<file path="src/hw/rsm_pkg.sv">
// Package for the receiver status and error monitor
package rsm_pkg;

  // Register byte offsets
  localparam logic [7:0] OFS_STATUS = 8'h00; // Live status word, read only
  localparam logic [7:0] OFS_ERROR = 8'h04; // Latched error word, read only
  localparam logic [7:0] OFS_PRIO = 8'h08; // Promote mask
  localparam logic [7:0] OFS_RISE = 8'h0c; // Rise event mask
  localparam logic [7:0] OFS_FALL = 8'h10; // Fall event mask
  localparam logic [7:0] OFS_AUX_PRIO0 = 8'h14; // Aux promote masks at 0x14 + 4*k
  localparam logic [7:0] OFS_CTRL = 8'h24; // Bit 0 report enable, bit 1 soft reset
  localparam logic [7:0] OFS_IRQ_STAT = 8'h28; // Sticky interrupt status, read only
  localparam logic [7:0] OFS_IRQ_CLR = 8'h2c; // Write one to clear
  localparam logic [7:0] OFS_IRQ_EN = 8'h30; // Interrupt enable
  localparam logic [7:0] OFS_EVT_DATA = 8'h34; // Status word of last event report
  localparam logic [7:0] OFS_EVT_CAUSE = 8'h38; // Last event cause word

  // Reset values
  localparam logic [31:0] RST_PRIO = 32'h0000_0000;
  localparam logic [31:0] RST_RISE = 32'h0000_0000;
  localparam logic [31:0] RST_FALL = 32'h0000_0000;
  localparam logic [31:0] RST_AUX_PRIO = 32'h0000_0000;
  localparam logic RST_REPORT_EN = 1'b1;
  localparam logic [2:0] RST_IRQ_EN = 3'h0;

  // Field positions
  localparam int STATUS_ERR_BIT = 0; // Summary error flag
  localparam int AUX_BIT_BASE = 28; // Aux array k sets status bit 28+k
  localparam int CTRL_REPORT_EN_BIT = 0;
  localparam int CTRL_SOFT_RST_BIT = 1;
  localparam int IRQ_ERR_BIT = 0; // Error state entered
  localparam int IRQ_EVT_BIT = 1; // Event report issued
  localparam int IRQ_STAT_BIT = 2; // Status word changed

  // Lamp timing
  localparam int CLK_HZ = 100_000_000;
  localparam int BLINK_PERIOD_MS = 1000; // About once per second
  localparam int BLINK_CYCLES = CLK_HZ / 1000 * BLINK_PERIOD_MS;
  localparam int FLASH_MS = 250; // Red/yellow flash slot
  localparam int FLASH_CYCLES = CLK_HZ / 1000 * FLASH_MS;
  localparam logic [5:0] CODE_GAP_SLOTS = 6'h04; // Dark slots between code repeats

  // Lamp colours
  typedef enum logic [1:0] {LAMP_OFF, LAMP_GREEN, LAMP_RED, LAMP_YELLOW} rsm_lamp_type;

  // Event report record
  typedef struct packed {
    logic valid;
    logic [31:0] status;
    logic [31:0] error;
    logic [31:0] cause;
  } rsm_report_type;

  // AHB-Lite slave side
  typedef struct packed {
    logic hsel;
    logic [31:0] haddr;
    logic [1:0] htrans;
    logic hwrite;
    logic [2:0] hsize;
    logic hready;
    logic [31:0] hwdata;
  } rsm_ahb_in_type;

  typedef struct packed {
    logic hreadyout;
    logic hresp;
    logic [31:0] hrdata;
  } rsm_ahb_out_type;

endpackage

</file>
<file path="src/hw/rsm_monitor.sv">
// Receiver status and error monitor with AHB-Lite registers
`timescale 1ns/100ps

////////////////////////////////////////////////////////////////////////////////
// Summary of operation
// - No error: fault low, green blink once/second
// - Red lamp shown when not operating correctly
// - Non-fatal conditions set status bits, keep tracking
// - Status bits other than bit 0 follow live conditions, not latched
// - Fatal condition sets its error word bit
// - Any latched error sets status bit 0
// - Error state: fault high, red/yellow code flash
// - Entering error state issues cause event report
// - Error disables tracking, commands/reports continue
// - Error latched until host reset
// - Set/clear masks trigger reports on edges
// - Promote mask turns status conditions fatal
// - Error idles channels, antenna off, RF off
// - Aux promote masks set assigned status bit
// - Status word exported for message headers
// - Reports enabled at reset, host can disable
// - Error word is 32 bits, one per cause
module rsm_monitor
  import rsm_pkg::*;
#(
  parameter int AUX_NUM = 4,
  parameter int BLINK_CNT = BLINK_CYCLES,
  parameter int FLASH_CNT = FLASH_CYCLES
) (
  // Clock and reset
  input wire logic hclk,
  input wire logic hresetn,
  // AHB-Lite slave
  input wire rsm_ahb_in_type ahb_in,
  output rsm_ahb_out_type ahb_out,
  // Condition sources, same clock domain
  input wire logic [31:0] cond_status,
  input wire logic [31:0] cond_fatal,
  input wire logic [AUX_NUM*32-1:0] cond_aux,
  // Host reset request, synchronous
  input wire logic host_reset,
  // Device outputs
  output logic fault_out,
  output rsm_lamp_type lamp,
  output logic track_en,
  output logic antenna_pwr_en,
  output logic rf_en,
  output logic [31:0] header_status,
  output rsm_report_type status_event_report,
  output logic irq
);

  ////////////////////////////////////////////////////////////////////////////
  // State record
  typedef struct packed {
    logic [31:0] status;
    logic [31:0] error;
    logic err_state;
    logic [31:0] prio;
    logic [31:0] rise;
    logic [31:0] fall;
    logic [AUX_NUM*32-1:0] aux_prio;
    logic report_en;
    logic [2:0] irq_stat;
    logic [2:0] irq_en;
    rsm_report_type rpt;
    logic [31:0] rpt_cause;
    logic [31:0] rpt_status;
    logic dp_act;
    logic dp_wr;
    logic [7:0] dp_addr;
    logic [31:0] rdata;
    logic [31:0] tick;
    logic [5:0] slot;
    logic [5:0] code;
  } rsm_state_type;

  rsm_state_type st_ff;
  rsm_state_type nxt_st;

  logic [31:0] aux_hit;
  logic [31:0] live_status;
  logic [31:0] promoted;
  logic [31:0] new_error;
  logic [31:0] rise_evt;
  logic [31:0] fall_evt;
  logic [5:0] low_idx;
  logic addr_take;
  logic soft_rst;

  ////////////////////////////////////////////////////////////////////////////
  // Aux arrays: any promoted aux condition sets its status bit
  genvar k;
  generate
    for (k = 0; k < 32; k++) begin : g_aux
      if (k >= AUX_BIT_BASE && k < AUX_BIT_BASE + AUX_NUM) begin : g_on
        assign aux_hit[k] = |(cond_aux[(k-AUX_BIT_BASE)*32 +: 32] &
                              st_ff.aux_prio[(k-AUX_BIT_BASE)*32 +: 32]);
      end else begin : g_off
        assign aux_hit[k] = 1'b0;
      end
    end
  endgenerate

  // Lowest set error bit for the lamp code
  always_comb begin
    low_idx = 6'h00;
    for (int i = 31; i >= 0; i--) begin
      if (st_ff.error[i]) begin
        low_idx = 6'(i);
      end
    end
  end

  // Live status and error causes
  always_comb begin
    live_status = cond_status | aux_hit;
    live_status[STATUS_ERR_BIT] = st_ff.err_state | (|st_ff.error);
    promoted = cond_status & st_ff.prio;
    new_error = cond_fatal | promoted;
    rise_evt = live_status & ~st_ff.status & st_ff.rise;
    fall_evt = ~live_status & st_ff.status & st_ff.fall;
  end

  assign addr_take = ahb_in.hsel & ahb_in.hready & ahb_in.htrans[1];

  ////////////////////////////////////////////////////////////////////////////
  // Next state
  always_comb begin
    nxt_st = st_ff;
    soft_rst = 1'b0;

    // Status follows live conditions
    nxt_st.status = live_status;
    // Error word latches, cleared only by reset
    nxt_st.error = st_ff.error | new_error;
    nxt_st.err_state = st_ff.err_state | (|new_error);
    nxt_st.status[STATUS_ERR_BIT] = nxt_st.err_state;

    // Event reports
    nxt_st.rpt.valid = 1'b0;
    if (st_ff.report_en) begin
      if (|new_error & ~st_ff.err_state) begin
        nxt_st.rpt.valid = 1'b1;
        nxt_st.rpt.cause = new_error;
      end else if (|(rise_evt | fall_evt)) begin
        nxt_st.rpt.valid = 1'b1;
        nxt_st.rpt.cause = rise_evt | fall_evt;
      end
      nxt_st.rpt.status = nxt_st.status;
      nxt_st.rpt.error = nxt_st.error;
    end
    if (nxt_st.rpt.valid) begin
      nxt_st.rpt_cause = nxt_st.rpt.cause;
      nxt_st.rpt_status = nxt_st.rpt.status;
    end

    // Sticky interrupt events
    if (|new_error & ~st_ff.err_state) begin
      nxt_st.irq_stat[IRQ_ERR_BIT] = 1'b1;
    end
    if (nxt_st.rpt.valid) begin
      nxt_st.irq_stat[IRQ_EVT_BIT] = 1'b1;
    end
    if (nxt_st.status != st_ff.status) begin
      nxt_st.irq_stat[IRQ_STAT_BIT] = 1'b1;
    end

    // Lamp sequencer
    if (st_ff.tick == 32'(st_ff.err_state ? FLASH_CNT - 1 : BLINK_CNT / 2 - 1)) begin
      nxt_st.tick = 32'h0000_0000;
      nxt_st.slot = st_ff.slot + 6'h01;
      if (st_ff.err_state && st_ff.slot >= st_ff.code + CODE_GAP_SLOTS) begin
        nxt_st.slot = 6'h00;
        nxt_st.code = low_idx + 6'h01;
      end
    end else begin
      nxt_st.tick = st_ff.tick + 32'h0000_0001;
    end
    if (|new_error & ~st_ff.err_state) begin
      nxt_st.tick = 32'h0000_0000;
      nxt_st.slot = 6'h00;
      nxt_st.code = 6'h3f;
    end

    // AHB data phase
    nxt_st.dp_act = addr_take;
    nxt_st.dp_wr = addr_take & ahb_in.hwrite;
    nxt_st.dp_addr = ahb_in.haddr[7:0];
    if (st_ff.dp_wr) begin
      unique case (st_ff.dp_addr)
        OFS_PRIO: nxt_st.prio = ahb_in.hwdata;
        OFS_RISE: nxt_st.rise = ahb_in.hwdata;
        OFS_FALL: nxt_st.fall = ahb_in.hwdata;
        OFS_CTRL: begin
          nxt_st.report_en = ahb_in.hwdata[CTRL_REPORT_EN_BIT];
          soft_rst = ahb_in.hwdata[CTRL_SOFT_RST_BIT];
        end
        OFS_IRQ_CLR: nxt_st.irq_stat = st_ff.irq_stat & ~ahb_in.hwdata[2:0];
        OFS_IRQ_EN: nxt_st.irq_en = ahb_in.hwdata[2:0];
        default: begin
          for (int a = 0; a < AUX_NUM; a++) begin
            if (st_ff.dp_addr == OFS_AUX_PRIO0 + 8'(4 * a)) begin
              nxt_st.aux_prio[a*32 +: 32] = ahb_in.hwdata;
            end
          end
        end
      endcase
      // Set wins over clear
      if (st_ff.dp_addr == OFS_IRQ_CLR) begin
        nxt_st.irq_stat[IRQ_ERR_BIT] = nxt_st.irq_stat[IRQ_ERR_BIT] | (|new_error & ~st_ff.err_state);
        nxt_st.irq_stat[IRQ_EVT_BIT] = nxt_st.irq_stat[IRQ_EVT_BIT] | nxt_st.rpt.valid;
        nxt_st.irq_stat[IRQ_STAT_BIT] = nxt_st.irq_stat[IRQ_STAT_BIT] | (nxt_st.status != st_ff.status);
      end
    end

    // Read data captured in address phase
    nxt_st.rdata = 32'h0000_0000;
    if (addr_take & ~ahb_in.hwrite) begin
      unique case (ahb_in.haddr[7:0])
        OFS_STATUS: nxt_st.rdata = st_ff.status;
        OFS_ERROR: nxt_st.rdata = st_ff.error;
        OFS_PRIO: nxt_st.rdata = st_ff.prio;
        OFS_RISE: nxt_st.rdata = st_ff.rise;
        OFS_FALL: nxt_st.rdata = st_ff.fall;
        OFS_CTRL: nxt_st.rdata = {31'h0, st_ff.report_en};
        OFS_IRQ_STAT: nxt_st.rdata = {29'h0, st_ff.irq_stat};
        OFS_IRQ_EN: nxt_st.rdata = {29'h0, st_ff.irq_en};
        OFS_EVT_DATA: nxt_st.rdata = st_ff.rpt_status;
        OFS_EVT_CAUSE: nxt_st.rdata = st_ff.rpt_cause;
        default: begin
          for (int a = 0; a < AUX_NUM; a++) begin
            if (ahb_in.haddr[7:0] == OFS_AUX_PRIO0 + 8'(4 * a)) begin
              nxt_st.rdata = st_ff.aux_prio[a*32 +: 32];
            end
          end
        end
      endcase
    end

    // Synchronous host reset clears latch, status and lamp
    if (host_reset | soft_rst) begin
      nxt_st.status = 32'h0000_0000;
      nxt_st.error = 32'h0000_0000;
      nxt_st.err_state = 1'b0;
      nxt_st.tick = 32'h0000_0000;
      nxt_st.slot = 6'h00;
      nxt_st.code = 6'h00;
      nxt_st.rpt.valid = 1'b0;
    end
  end

  ////////////////////////////////////////////////////////////////////////////
  // State register
  always_ff @(posedge hclk or negedge hresetn) begin
    if (!hresetn) begin
      st_ff <= '0;
      st_ff.prio <= RST_PRIO;
      st_ff.rise <= RST_RISE;
      st_ff.fall <= RST_FALL;
      st_ff.aux_prio <= {AUX_NUM{RST_AUX_PRIO}};
      st_ff.report_en <= RST_REPORT_EN;
      st_ff.irq_en <= RST_IRQ_EN;
    end else begin
      st_ff <= nxt_st;
    end
  end

  ////////////////////////////////////////////////////////////////////////////
  // Outputs
  always_comb begin
    if (!st_ff.err_state) begin
      lamp = st_ff.slot[0] ? LAMP_OFF : LAMP_GREEN;
    end else if (st_ff.slot == 6'h00) begin
      lamp = LAMP_RED;
    end else if (st_ff.slot <= st_ff.code) begin
      lamp = st_ff.slot[0] ? LAMP_YELLOW : LAMP_RED;
    end else begin
      lamp = LAMP_OFF;
    end
  end

  assign fault_out = st_ff.err_state;
  assign track_en = ~st_ff.err_state;
  assign antenna_pwr_en = ~st_ff.err_state;
  assign rf_en = ~st_ff.err_state;
  assign header_status = st_ff.status;
  assign status_event_report = st_ff.rpt;
  assign irq = |(st_ff.irq_stat & st_ff.irq_en);
  assign ahb_out.hreadyout = 1'b1;
  assign ahb_out.hresp = 1'b0;
  assign ahb_out.hrdata = st_ff.rdata;

endmodule

</file>
<file path="config.mk">
export PLATFORM = sky130hd
export DESIGN_NAME = rsm_monitor
export DESIGN_NICKNAME = d
export VERILOG_FILES = /design/src/hw/rsm_pkg.sv /design/src/hw/rsm_monitor.sv
export SDC_FILE = /design/constraint.sdc
export NUM_CORES = 1
export LEC_CHECK = 0
export BUFFER_PORTS_ARGS = -buffer_cell sky130_fd_sc_hd__buf_2
export CORE_MARGIN = 5
export CORE_UTILIZATION = 30
export CTS_CLUSTER_DIAMETER = 60
export CTS_CLUSTER_SIZE = 40
export DETAILED_ROUTE_END_ITERATION = 10
export PLACE_DENSITY = 0.6
export REMOVE_ABC_BUFFERS = 1
export SLEW_MARGIN = 25
export SYNTH_ARGS = -nofsm -noshare
export SYNTH_HDL_FRONTEND = slang
export SYNTH_SLANG_ARGS = --single-unit
</file>
<file path="constraint.sdc">
create_clock -name hclk -period 3.2 [get_ports hclk]
set_input_delay 0.16 -clock hclk [delete_from_list [all_inputs] [get_ports hclk]]
set_output_delay 0.16 -clock hclk [all_outputs]
set_load 0.03 [all_outputs]
</file>
=== Word-level counts from Yosys, hierarchy flattened ===
Cells that the tools add are included.

* Output and inout port bits: 170
* Register bits after elaboration: 542
* Bits of input ports: 267
* Word-level logic and storage cells: 178

* $lt $le $gt $ge: 2
* $add $sub $neg: 4
* Muxes and demuxes: 66
* Bitwise logic cells: 32
* Equality and inequality tests: 25
* Reduce and logical (&&, ||, !) cells: 24

{| class="wikitable"
|+ Operator list
! operator !! count
|-
| $pmux 32 s10 || 1
|-
| $and 32x32->32 || 9
|-
| $mux 32 || 8
|-
| $reduce_or 32->1 || 7
|-
| $mux 6 || 31
|-
| $or 32x32->32 || 4
|-
| $mux 97 || 1
|-
| $mux 44 || 2
|-
| $eq 8x6->1 const B || 10
|-
| $mux 65 || 1
|-
| $eq 8x5->1 const B || 8
|-
| $not 32->32 || 2
|-
| $add 32x1->32 const B || 1
|-
| $eq 32x26->1 || 1
|-
| $eq 8x4->1 const B || 4
|-
| $ne 32x32->1 || 1
|-
| $mux 26 || 1
|-
| $mux 12 || 2
|-
| $add 6x1->6 const B || 2
|-
| $mux 3 || 4
|-
| $reduce_and 2->1 || 6
|-
| $reduce_and 3->1 || 4
|-
| $mux 1 || 10
|-
| $mux 5 || 2
|-
| other kinds (16) || 31
|}

=== Logic depth before layout (Yosys ltp) ===
* Word-level depth: 37
* Gate-level depth with buffers: 15
* Mapped depth without buffers: 13

=== Least setup slack after synthesis ===
No wires, ideal clock.

* Kind: register -> register
* Start point: register st_ff[287] (netlist bit)
* End point: register st_ff[109] (netlist bit)
* Stages on the path, launching flop included: 14
* Period minus slack after synthesis: 3.073 ns
* Setup time: 0.125 ns
* Slack: 0.127 ns
* Data arrival time: 2.948 ns
* Buffers on the path: 2
* Data required time: 3.075 ns
* Cells stage by stage: dfrtp_1 a22o_1 a221oi_1 nand4_1 or3_1 ha_1 a22oi_1 nand4_1 nor4_1 nand3_1 o21a_1 buf_6 buf_6 mux2_4

* Word-level cells in the longest chain between the ends: 11
* Elaborated cells between the ends (all ways): 13
* Those cells by class: mux: 3; bitwise: 8; reduce/logical: 2

{| class="wikitable"
|+ Ends and longest elaborated chain
! what !! RTL line !! text
|-
| from (decl) || rsm_monitor.sv:78 || <nowiki>rsm_state_type st_ff;</nowiki>
|-
| from (signal assigned) || rsm_monitor.sv:265 || <nowiki>st_ff <= nxt_st;</nowiki>
|-
| $and 32x32->32 * || rsm_monitor.sv:97 || <nowiki>assign aux_hit[k] = |(cond_aux[(k-AUX_BIT_BASE)*32 +: 32] &</nowiki>
|-
| $reduce_or 32->1 * || rsm_monitor.sv:97 ||
|-
| $or 32x32->32 * || rsm_monitor.sv:117 || <nowiki>live_status = cond_status | aux_hit;</nowiki>
|-
| $not 32->32 || rsm_monitor.sv:122 || <nowiki>fall_evt = ~live_status & st_ff.status & st_ff.fall;</nowiki>
|-
| $and 32x32->32 (2 in series) || rsm_monitor.sv:122 ||
|-
| $or 32x32->32 * || rsm_monitor.sv:146 || <nowiki>end else if (|(rise_evt | fall_evt)) begin</nowiki>
|-
| $reduce_or 32->1 * || rsm_monitor.sv:146 ||
|-
| $mux 1 * || rsm_monitor.sv:146 ||
|-
| $mux 1 * || rsm_monitor.sv:143 || <nowiki>if (|new_error & ~st_ff.err_state) begin</nowiki>
|-
| $mux 97 * || rsm_monitor.sv:142 || <nowiki>if (st_ff.report_en) begin</nowiki>
|}

Mark *: on every way between the ends. The rest lies on a longest branch, timed or not.
A chain may end at the register's enable or synchronous reset.

=== Final worst setup path ===
* Start point: register st_ff[322] (netlist bit)
* End point: register st_ff[110] (netlist bit)

Same word-level chain as after synthesis.

==> results.md <==
* Non-filler cells, final at 4033
* Arrival time at the worst endpoint at 4.07 ns
* Core Area at 88000 um2
* Gate power share at 13.2%
* Hold_sp: cond_fatal[3]
* H-Tree Level Count at 2
* Hold Worst Slack at 0.0102 ns
* Grt ovf at 0
* First-pass GRT wire length at 166000 um
* Final hold vios at 0
* PnR worst setup slack at -0.342 ns
* Area taken by multi-input logic gates at 11200 um2
* Sequential share of power at 42.9%
* Critical path class: flip-flop to flip-flop
* Critical path launch point type: flip-flop
* Outcome: finished with violations
* Starting Density at 30.1%
* Sw Ratio at 30.7%
* Die Area at 94200 um2
* Net switching power figure at 5.42 mW
* Worst Skew at 0.0452 ns
* Final setup vio count at 97
* CP most frequent cell: nand4_1
* Endpoint required time on the critical path at 3.73 ns
* Critical path endpoint category: flip-flop
* Max transition margin at 44.8%
* Deepest clock path buffer count at 3
* Fmax at 0.282 GHz
* PortBufs at 406
* Most common cell after layout, fill and taps aside: dfrtp_1
* Register area at 13500 um2
* Fraction of registers with async set/reset at 100%
* Critical Path Start: st_ff[322]
* Layout cells sized above 1 at 40.6%
* DRT iter0 DRCs at 2845
* Failing checks: setup timing
* #FFs+latches synth at 541
* Share of the yosys chip area belonging to registers at 51.2%
* Number of global-route vias before repair at 22095
* Worst skew pair latency at 0.68 ns
* R2R cell count at 12
* Tot Pwr at 17.7 mW
* WL/cell at 29.4 um
* Via count at 22460
* Die W at 307 um
* Min-delay worst type: input pin to flip-flop
* Final min period at 3.54 ns
* Fillers at 8681
* CP cell instances: a22o_1 -> a221oi_1 -> nand4_1 -> or3_4 -> ha_2 -> a22oi_2 -> nand4_1 -> nor4_2 -> nand3_1 -> o21a_4 -> buf_12 -> mux2_4
* CP max stage cell: or3_4
* Drt via density at 5.57
* Most frequent cells in the layout: dfrtp_1, buf_2, mux2_2, buf_4, nor2_1
* GPL Wtd Cong at 0.945
* Hold Path Stages at 4
* Final period util at 111%
* HPWL Detailed at 88100 um
* I/O pins at 437
* Die height at 307 um
* Clk root buf: clkbuf_16
* Clk sinks at 541
* Leakage power at 15.1 nW
* Largest net degree at the start of global routing at 86
* Nets at 3156
* P per Cell Area at 522 nW/um2
* Reg-to-reg startpoint: st_ff[322]
* YS warnings at 0
* Area of the mapped netlist at 26500 um2
* VDD IR-drop max at 0.000455 V
* Slew Limit Fails at 0
* GRT Overall Usage at 24.2%
* CTS buffer count at 61
* DRC at 0
* Biggest cell delay along the critical path at 0.47 ns
* RSZ-0062 raised after global routing: yes
* Worst Max-Slew Pin Slew at 0.819 ns
* Post-synth EDFFs at 0
* Initial antenna violation count at 10
* Synth cell types at 60
* Placed insts at 3822
* Ys flop type: dfrtp_1
* Row count at 109
* Cell Int Power at 12.2 mW
* Synthesized netlist cell count at 2302
* Max-capacitance violation count at 0
* Clk network pwr share at 43.9%
* CP Max Fanout at 25
* First-pass DRT Iterations at 8
* Detail Route Antenna Nets at 0
* CTS clk-pin slew, worst paths at 0.08 ns
* Area delta synth->final at 27.8%
* Routed Wire Length at 119000 um
* Syn_area_per_cell at 11.5 um2
* CTS tree: yes
==> critical path, delay by kind of cell, from the launching register on <==
family	cells	cell delay, ns
and+or+nand+nor	5	1.38
AOI/OAI and AO/OA	4	0.96
DFF	1	0.39
adders and majority gates	1	0.18
muxes	1	0.30
buffers and inverters	1	0.19
==> flip-flops by register name, summed over array words and instances (netlist names) <==
register,flops
st_ff,380
status_event_report,97
ahb_out,32
header_status,32
==> cell type report <==
cell class,instances,area share (%)
Sequential cell,541,40.0
Tap cell,1165,4.31
Clock inverter,48,1.81
Timing Repair Buffer,727,15.0
Multi-Input combinational cell,1400,33.1
Inverter,81,0.906
Clock buffer,68,4.81
Antenna cell,3,0.0222
==> cells in the mapped netlist, types with 15 or more instances <==
library cell | instances | area share, %
a21oi_1 | 115 | 2.2
a221oi_1 | 50 | 1.7
a222oi_1 | 36 | 1.4
a22o_1 | 53 | 1.8
a22oi_1 | 121 | 3.4
and3_1 | 30 | 0.71
buf_1 | 17 | 0.24
buf_2 | 28 | 0.53
buf_4 | 165 | 4.7
clkbuf_1 | 68 | 0.96
dfrtp_1 | 540 | 51
ha_1 | 77 | 3.6
inv_1 | 81 | 1.1
mux2_2 | 278 | 12
nand2_1 | 69 | 0.98
nand3_1 | 65 | 1.2
nand4_1 | 39 | 0.92
nor2_1 | 180 | 2.6
nor2b_1 | 38 | 0.90
nor3_1 | 17 | 0.32
nor4_1 | 15 | 0.35
o221a_2 | 62 | 2.6
xnor2_1 | 18 | 0.60
xor2_1 | 17 | 0.56
==> kinds of logic (layout without fill, tap and decap cells) <==
family | count (synthesis) | in the layout | share of synthesized area [%]
DFF | 541 | 541 | 51.2
and+or+nand+nor | 505 | 505 | 9.51
AOI/OAI and AO/OA | 496 | 496 | 14.6
buffers and inverters | 361 | 924 | 7.65
muxes | 285 | 285 | 12.2
adders and majority gates | 77 | 77 | 3.64
xor gates and xnor gates | 35 | 35 | 1.16
other | 2 | 5 | 0.0284
==> power by group through the flow <==
stage                     Sequential [mW]  Clock, mW  Combinational (mW)
after floorplan                      7.86          0               0.693
after global placement               7.67          0                2.16
after detailed placement             7.67          0                2.18
after CTS                            7.55       7.85                2.31
after global routing                 7.60       8.14                2.47
final                                7.57       7.75                2.34
==> worst paths after layout <==
check	to	slack, ns
min in group asynchronous	st_ff[108]	0.11
hold / removal	st_ff[121]	0.01
setup reg to reg	st_ff[110]	-0.34
setup / recovery	st_ff[110]	-0.34
max in group asynchronous	status_event_report[48]	2.05
hold reg to reg	status_event_report[0]	0.49
==> layer usage <==
metal / part of all wire [%] / vias to the layer above / track usage [%]
met1: 40 / 11479 / 31.8
li1: - / 9425 / -
met2: 45 / 1281 / 38.4
met5: 0.041 / - / 0
met3: 10 / 267 / 6.40
met4: 4.8 / 8 / 9.67
==> per-stage QoR <==
| stage | setup WS [ns] | utilization (%) | setup TNS (ns) | instance area (um2) |
|---|---|---|---|---|
| floorplan | -1.91 | - | -215.20 | 24700 |
| global placement | -0.466 | 34.5 | -39.68 | 30400 |
| detailed placement | -0.517 | 34.5 | -44.57 | 30400 |
| CTS | -0.245 | 38.4 | -18.43 | 33700 |
| global route | -0.417 | 38.4 | -34.01 | 33800 |
| finish | -0.342 | 38.4 | -25.97 | 33800 |
==> repair_timing <==
| action | 4_1_cts | 5_1_grt |
|---|---|---|
| hold buffers | 81 | 0 |
| setup endpoints to repair | 98 | 98 |
| setup buffers | 10 | 4 |
| pin swaps | 16 | 10 |
| resized for setup | 41 | 13 |
| hold endpoints to repair | 411 | 0 |
| cloned | 1 | 1 |
(Power assumes the default switching activity.)
